<file path="config.mk">
export PLATFORM = sky130hd
export DESIGN_NAME = nvac_top
export DESIGN_NICKNAME = d
export VERILOG_FILES = /design/src/shared/nvac_pkg.sv /design/src/rtl/nvac_top.sv
export SDC_FILE = /design/constraint.sdc
export NUM_CORES = 2
export LEC_CHECK = 0
export ABC_CLOCK_PERIOD_IN_PS = 12300
export BUFFER_PORTS_ARGS = -buffer_cell sky130_fd_sc_hd__buf_4
export CORE_MARGIN = 1.5
export CORE_UTILIZATION = 65
export CTS_CLUSTER_SIZE = 10
export DETAILED_ROUTE_END_ITERATION = 7
export GPL_TIMING_DRIVEN = 1
export PLACE_DENSITY_LB_ADDON = 0.15
export RECOVER_POWER = 25
export SLEW_MARGIN = 25
export SYNTH_ARGS = -nofsm -noshare
export SYNTH_HDL_FRONTEND = slang
export SYNTH_SLANG_ARGS = --single-unit
export TNS_END_PERCENT = 1
</file>
<file path="constraint.sdc">
create_clock -name core_clk -period 12.3 [get_ports core_clk]
set_clock_uncertainty 0.1 [all_clocks]
set_input_delay 2.46 -clock core_clk [delete_from_list [all_inputs] [get_ports core_clk]]
set_output_delay 2.46 -clock core_clk [all_outputs]
set_load 0.02 [all_outputs]
</file>
<file path="src/shared/nvac_pkg.sv">
package nvac_pkg;
    // register word offsets (byte addresses on the wishbone bus)
    localparam logic [4:0] ADDR_LOW_OFS = 5'h00;
    localparam logic [4:0] ADDR_HIGH_OFS = 5'h04;
    localparam logic [4:0] DATA_OFS = 5'h08;
    localparam logic [4:0] UNLOCK_OFS = 5'h0c;
    localparam logic [4:0] CONTROL_OFS = 5'h10;
    localparam logic [4:0] FLAG_OFS = 5'h14;
    localparam logic [4:0] MASK_OFS = 5'h18;
    // control register fields
    localparam int RD_BIT = 0;
    localparam int WR_BIT = 1;
    localparam int WRITE_ENABLE_GATE_BIT = 2;
    localparam int WRITE_ERROR_FLAG_BIT = 3;
    localparam int ERASE_BIT = 4;
    localparam int CFG_BIT = 6;
    localparam int MEM_BIT = 7;
    // flag register field
    localparam int DONE_BIT = 4;
    localparam logic [7:0] FLAG_RESET = 8'h00;
    localparam logic [7:0] MASK_RESET = 8'h00;
    localparam logic [7:0] CONTROL_RESET = 8'h00;
    localparam logic [7:0] KEY_FIRST = 8'h55;
    localparam logic [7:0] KEY_SECOND = 8'haa;
    localparam logic [1:0] ADDR_HIGH_MASK = 2'h3;
    // self-timed programming time
    localparam int WRITE_TIME_US = 4;
    localparam int CLK_MHZ = 250;
    localparam int WRITE_CYCLES = WRITE_TIME_US * CLK_MHZ;
endpackage

</file>
<file path="src/rtl/nvac_top.sv">
// Local design decisions: the Wishbone slave port and the register offsets.
`timescale 1ns/10ps
// Contract
// - read data lands next cycle
// - data holds until next read or write
// - write needs 55h, AAh, then write start
// - write start refused without write enable
// - one write cannot set enable and start
// - hardware never clears write enable
// - address, data and control registers frozen while write in progress
// - completion clears start, sets done flag
// - done flag sticks until software clears
// - start bits set by one, hardware clears
// - error leaves space select bits intact
// - erase bit chooses erase-then-write or write
module nvac_top #(
    parameter int DEPTH_BITS = 8,
    parameter bit HAS_HIGH = 1'b0,
    parameter int WRITE_CYCLES = nvac_pkg::WRITE_CYCLES
) (
    input wire logic core_clk, // 250 MHz clock
    input wire logic rst_n, // synchronous reset
    input wire logic wb_cyc_i, // bus cycle
    input wire logic wb_stb_i, // strobe
    input wire logic wb_we_i, // write enable
    input wire logic [4:0] wb_adr_i, // byte address
    input wire logic [3:0] wb_sel_i, // byte lanes
    input wire logic [31:0] wb_dat_i, // write data
    output logic [31:0] wb_dat_o, // read data
    output logic wb_ack_o, // acknowledge
    output logic irq // level interrupt
);
    localparam int AW = 10;
    localparam int CW = $clog2(WRITE_CYCLES + 1);

    typedef enum logic [1:0] {IDLE, KEY1, ARMED} nvac_key_t;
    typedef enum logic [1:0] {READY, ERASING, WRITING} nvac_prog_t;

    typedef struct packed {
        logic [7:0] addrLow;
        logic [1:0] addrHigh;
        logic [7:0] data;
        logic memSel;
        logic cfgSel;
        logic erase;
        logic write_error_flag;
        logic write_enable_gate;
        logic wrStart;
        logic rdStart;
        logic [7:0] flags;
        logic [7:0] mask;
        nvac_key_t key;
        nvac_prog_t prog;
        logic [CW-1:0] timer;
        logic ack;
        logic [31:0] rdata;
    } nvac_state_t;

    nvac_state_t st, next_st;
    logic [7:0] mem [0:(1<<DEPTH_BITS)-1];
    logic [DEPTH_BITS-1:0] memAddr;
    logic memWe;
    logic [7:0] memWdata;

    function automatic logic hit(input logic [4:0] a, input logic [4:0] ofs);
        hit = (a == ofs);
    endfunction

    // upper bits only on variants with the high register
    function automatic logic [DEPTH_BITS-1:0] formAddr(input logic [7:0] lo, input logic [1:0] hi);
        logic [AW-1:0] full;
        full = HAS_HIGH ? {hi, lo} : {2'h0, lo};
        formAddr = full[DEPTH_BITS-1:0];
    endfunction

    logic req;
    logic wrAcc;
    logic busy;
    logic [7:0] wbyte;
    logic [7:0] ctrlRead;

    assign req = wb_cyc_i && wb_stb_i && !st.ack;
    assign wrAcc = req && wb_we_i && wb_sel_i[0];
    assign wbyte = wb_dat_i[7:0];
    assign busy = st.prog != READY;
    assign memAddr = formAddr(st.addrLow, st.addrHigh);
    assign ctrlRead = {st.memSel, st.cfgSel, 1'b0, st.erase, st.write_error_flag, st.write_enable_gate, st.wrStart, st.rdStart};

    always_comb begin
        next_st = st;
        next_st.ack = req;
        next_st.rdStart = 1'b0;
        memWe = 1'b0;
        memWdata = st.data;
        // read completes in one cycle into the data register
        if (st.rdStart) begin
            next_st.data = mem[memAddr];
        end
        if (req && !wb_we_i) begin
            unique case (wb_adr_i)
                nvac_pkg::ADDR_LOW_OFS: next_st.rdata = {24'h0, st.addrLow};
                nvac_pkg::ADDR_HIGH_OFS: next_st.rdata = {30'h0, st.addrHigh & nvac_pkg::ADDR_HIGH_MASK};
                nvac_pkg::DATA_OFS: next_st.rdata = {24'h0, st.data};
                nvac_pkg::CONTROL_OFS: next_st.rdata = {24'h0, ctrlRead};
                nvac_pkg::FLAG_OFS: next_st.rdata = {24'h0, st.flags};
                nvac_pkg::MASK_OFS: next_st.rdata = {24'h0, st.mask};
                default: next_st.rdata = 32'h0;
            endcase
        end
        if (wrAcc) begin
            // unlock sequence tracker; any other unlock write breaks it
            if (hit(wb_adr_i, nvac_pkg::UNLOCK_OFS)) begin
                if (wbyte == nvac_pkg::KEY_FIRST)
                    next_st.key = KEY1;
                else if (wbyte == nvac_pkg::KEY_SECOND && st.key == KEY1)
                    next_st.key = ARMED;
                else
                    next_st.key = IDLE;
            end
            // frozen while programming
            if (!busy) begin
                if (hit(wb_adr_i, nvac_pkg::ADDR_LOW_OFS))
                    next_st.addrLow = wbyte;
                if (hit(wb_adr_i, nvac_pkg::ADDR_HIGH_OFS) && HAS_HIGH)
                    next_st.addrHigh = wbyte[1:0];
                if (hit(wb_adr_i, nvac_pkg::DATA_OFS))
                    next_st.data = wbyte;
                if (hit(wb_adr_i, nvac_pkg::CONTROL_OFS)) begin
                    next_st.memSel = wbyte[nvac_pkg::MEM_BIT];
                    next_st.cfgSel = wbyte[nvac_pkg::CFG_BIT];
                    next_st.erase = wbyte[nvac_pkg::ERASE_BIT];
                    next_st.write_error_flag = wbyte[nvac_pkg::WRITE_ERROR_FLAG_BIT];
                    next_st.write_enable_gate = wbyte[nvac_pkg::WRITE_ENABLE_GATE_BIT];
                    // reads only from data space
                    if (wbyte[nvac_pkg::RD_BIT] && !wbyte[nvac_pkg::MEM_BIT] && !wbyte[nvac_pkg::CFG_BIT])
                        next_st.rdStart = 1'b1;
                    // gate must already be set; same-write enable does not count
                    if (wbyte[nvac_pkg::WR_BIT]) begin
                        if (st.write_enable_gate && st.key == ARMED) begin
                            next_st.wrStart = 1'b1;
                            next_st.prog = st.erase ? ERASING : WRITING;
                            next_st.timer = CW'(WRITE_CYCLES);
                        end else if (st.key != ARMED || !st.write_enable_gate) begin
                            next_st.write_error_flag = 1'b1;
                        end
                    end
                    next_st.key = IDLE;
                end
            end
            if (hit(wb_adr_i, nvac_pkg::FLAG_OFS))
                next_st.flags = st.flags & ~wbyte;
            if (hit(wb_adr_i, nvac_pkg::MASK_OFS))
                next_st.mask = wbyte;
        end
        // self-timed erase/write; erase phase then program phase
        unique case (st.prog)
            READY: ;
            ERASING: begin
                if (st.timer == CW'(1)) begin
                    memWe = 1'b1;
                    memWdata = 8'hff;
                    next_st.prog = WRITING;
                    next_st.timer = CW'(WRITE_CYCLES);
                end else begin
                    next_st.timer = st.timer - CW'(1);
                end
            end
            WRITING: begin
                if (st.timer == CW'(1)) begin
                    memWe = 1'b1;
                    next_st.prog = READY;
                    next_st.wrStart = 1'b0;
                end else begin
                    next_st.timer = st.timer - CW'(1);
                end
            end
        endcase
        // set beats software clear
        if (st.prog == WRITING && st.timer == CW'(1))
            next_st.flags[nvac_pkg::DONE_BIT] = 1'b1;
    end

    always_ff @(posedge core_clk) begin
        if (!rst_n) begin
            st <= '0;
            st.flags <= nvac_pkg::FLAG_RESET;
            st.mask <= nvac_pkg::MASK_RESET;
            st.key <= IDLE;
            st.prog <= READY;
        end else begin
            st <= next_st;
        end
        if (memWe)
            mem[memAddr] <= memWdata;
    end

    assign wb_ack_o = st.ack;
    assign wb_dat_o = st.rdata;
    assign irq = |(st.flags & st.mask);
endmodule // nvac_top

</file>
==> impl_metrics.tcl <==
set metrics [dict create \
    rsz0062_at_grt "no" \
    wl_um 198000 \
    htreeDepth 4 \
    die_w_um 360 \
    slew_violations 510 \
    reg2reg_depth 7 \
    io_buffers 28 \
    postRouteAntennaNets 0 \
    synth_edf_count 2048 \
    r2r-start "st[36]" \
    status "finished, violations left" \
    ir_drop_v 0.000145 \
    violations "capacitance limit, slew limit" \
    wire_per_inst_um 34.2 \
    crit_start "st[36]" \
    grt_pass1_vias 40900 \
    crit_end "mem[216][2]" \
    critPathMaxFanout 81 \
    post_cts_resized 0 \
    pin_count 80 \
    max_cap_viol_count 12 \
    cts_buffers 230 \
    ys_seq_area_share_pct 75.9 \
    numClockSinks 2118 \
    r2r-end "mem[216][2]" \
    insertion_delay_ns 0.83 \
    setup_viol 0 \
    die-area_um2 130000 \
    regArea_um2 62900 \
    clk_pin_slew_worst_paths_ns 0.06 \
    syn_inst 3993 \
    min_path_type "reg2reg" \
    row_count 130 \
    gr-usage-all-layers_pct 31.1 \
    synth_seq_cells 2118 \
    core-area_um2 126000 \
    avgViaCountPerCell 7.03 \
    postCtsSetupBuffers 0 \
    ctsLongestPathBuffers 3 \
    grt_overflow_total 0 \
    r2r_slack_ns 5.31 \
    via_count 40700 \
    synth.distinct_cells 71 \
    grt_max_degree 217 \
    area_growth_pct 9.31 \
    fillCellCount 7244 \
    required_ns 12.68 \
    cts-root-buf "clkbuf_16" \
    route.detailed.drc 0 \
    drt_iter0_markers 5759 \
    antenna_found_initial 2 \
    arrival_ns 7.37 \
    first_pass_iters 6 \
    critPathCaptureType "flop" \
    period_needed_ns 6.99 \
    p_leak_nw 28.7 \
    worstMarginPinSlew_ns 3.31 \
    multi_input_area_um2 18600 \
    hold_slack_ns 0.351 \
    final_core_util_pct 71.9 \
    yosys_warnings 0 \
    synth_ff_type "edfxtp_1" \
    place.gp.congestion 0.949 \
    final.setup.tns_ns 0 \
    cts_tree "yes" \
    postCtsHoldBufs 0 \
    critPathLaunchType "flop" \
    critPathKind "reg2reg" \
    drive_gt1_share_pct 22.5 \
    hpwl_um 116000 \
    synthesis.area_um2 82900 \
    hold_viol_final 0 \
    max_slew_margin_pct -120 \
    start_util_pct 65.7 \
    ys_async_sr_fraction_pct 0 \
    synth_area_per_cell_um2 20.8 \
    period_share_pct 56.9 \
    grt_pass1_wl_um 286000 \
    p_per_area_nw_per_um2 152 \
    nets 4134 \
    die_h_um 360 \
    fmax_mhz 143 \
]
layer usage:
| layer | vias up | GRT usage, % | routed length [um] |
|---|---|---|---|
| met5 | - | 0 | 8 |
| met4 | 2 | 13.0 | 8880 |
| met3 | 449 | 8.14 | 21100 |
| met2 | 2433 | 47.4 | 93900 |
| met1 | 21300 | 43.6 | 73900 |
| li1 | 16500 | - | - |
stage by stage:
step / total power, W / setup WS, ns / instances / area [um2]
after floorplan: 0.00797 / 6.47 / 4016 / 83000
after global placement: 0.00798 / 6.93 / 5498 / 84500
after detailed placement: 0.00798 / 6.95 / 5498 / 84500
after CTS: 0.0138 / 6.92 / 5784 / 90600
after global routing: 0.0141 / 4.93 / 5787 / 90600
final: 0.0137 / 5.31 / 5788 / 90600
cells in the mapped netlist, drive strengths merged (4+ instances only):
cell / instances / area share, %
a2111oi: 4 / 0.050
a211oi: 23 / 0.21
a21oi: 48 / 0.29
a221oi: 9 / 0.095
a222oi: 7 / 0.085
a22o: 12 / 0.13
a22oi: 41 / 0.37
a311oi: 4 / 0.042
a31oi: 4 / 0.030
and2: 12 / 0.091
and3: 8 / 0.060
and4: 4 / 0.042
buf: 176 / 1.4
clkbuf: 94 / 0.43
dfxtp: 70 / 1.7
edfxtp: 2048 / 74
ha: 5 / 0.075
inv: 10 / 0.045
mux2: 18 / 0.24
mux2i: 117 / 1.4
mux4: 546 / 15
nand2: 116 / 0.53
nand2b: 20 / 0.15
nand3: 46 / 0.28
nand4: 11 / 0.083
nor2: 334 / 1.5
nor2b: 25 / 0.19
nor3: 21 / 0.13
nor3b: 5 / 0.045
nor4: 9 / 0.068
o211ai: 23 / 0.21
o21ai: 41 / 0.25
o22ai: 21 / 0.16
o31ai: 4 / 0.036
or2: 4 / 0.030
or4: 4 / 0.036
xor2: 4 / 0.042
placed cells by master, fill, tap and decap left out, types with 5 or more instances in the layout:
| master | n |
|---|---|
| edfxtp_1 | 2048 |
| mux4_2 | 546 |
| nor2_1 | 333 |
| clkbuf_16 | 233 |
| mux2i_1 | 117 |
| nand2_1 | 115 |
| buf_4 | 86 |
| dfxtp_1 | 65 |
| a21oi_1 | 48 |
| clkbuf_1 | 48 |
| nand3_1 | 43 |
| a22oi_1 | 41 |
| o21ai_0 | 41 |
| nor2b_1 | 24 |
| conb_1 | 24 |
| o211ai_1 | 23 |
| a211oi_1 | 22 |
| nor3_1 | 21 |
| o22ai_1 | 21 |
| nand2b_1 | 20 |
| mux2_2 | 18 |
| a22o_1 | 12 |
| nand4_1 | 11 |
| and2_1 | 10 |
| inv_1 | 9 |
| a221oi_1 | 9 |
| inv_6 | 9 |
| and3_1 | 8 |
| nor4_1 | 8 |
| a222oi_1 | 7 |
| buf_12 | 6 |
| nor3b_1 | 5 |
| ha_1 | 5 |
cell type report:
cell class                      instances  area share (%)
Multi-Input combinational cell       1617            20.5
Inverter                               11          0.0497
Clock buffer                          273            6.60
Antenna cell                            1         0.00276
Tap cell                             1650            2.28
Sequential cell                      2118            69.4
Timing Repair Buffer                  105           0.954
Clock inverter                         13           0.133
power by group:
group / switching, W / internal [W] / total [W] / leakage [nW]
registers: 0.000000549 / 0.00779 / 0.00779 / 20.7
logic: 0.0000273 / 0.00000990 / 0.0000372 / 4.99
clock network: 0.00256 / 0.00335 / 0.00591 / 2.98
worst min-delay path by stage:
stage           start  endpoint  slack (ns)  cells past startpoint
2_1_floorplan  st[56]    st[56]        0.32                      2
3_5_place_dp   st[58]    st[58]        0.34                      2
4_1_cts        st[55]    st[55]        0.35                      2
3_3_place_gp   st[62]    st[62]        0.34                      2
5_1_grt        st[56]    st[56]        0.38                      2
6_report       st[56]    st[56]        0.35                      2
state kept, by name (all words and copies together), names as in the netlist, named ones only:
signal and flops:
mem 2048, memAddr 8, st 38, wb_dat_o 8, wb_ack_o 1, ctrlRead 7
cell families (layout without fill, tap and decap cells):
group / after synthesis / count (layout) / share of synthesized area (%)
AO/OA/AOI/OAI: 266 / 266 / 2.22
multiplexers: 681 / 681 / 16.5
adder cells (fa/ha/maj): 5 / 5 / 0.0755
other: 1 / 25 / 0.00452
AND/OR/NAND/NOR: 636 / 636 / 3.42
XOR/XNOR: 5 / 5 / 0.0528
buffers and inverters: 281 / 402 / 1.83
flip-flops: 2118 / 2118 / 75.9
worst max-delay path, cell delays in order, from the launching register on:
cell      delay [ns]
dfxtp_1         0.37
or4_1           0.60
nor3_1          0.28
and3_1          0.41
nand2_1         0.33
nand2b_1        1.08
clkbuf_1        2.38
buf_4           0.98
No activity file was read; power rests on OpenSTA's default activity.
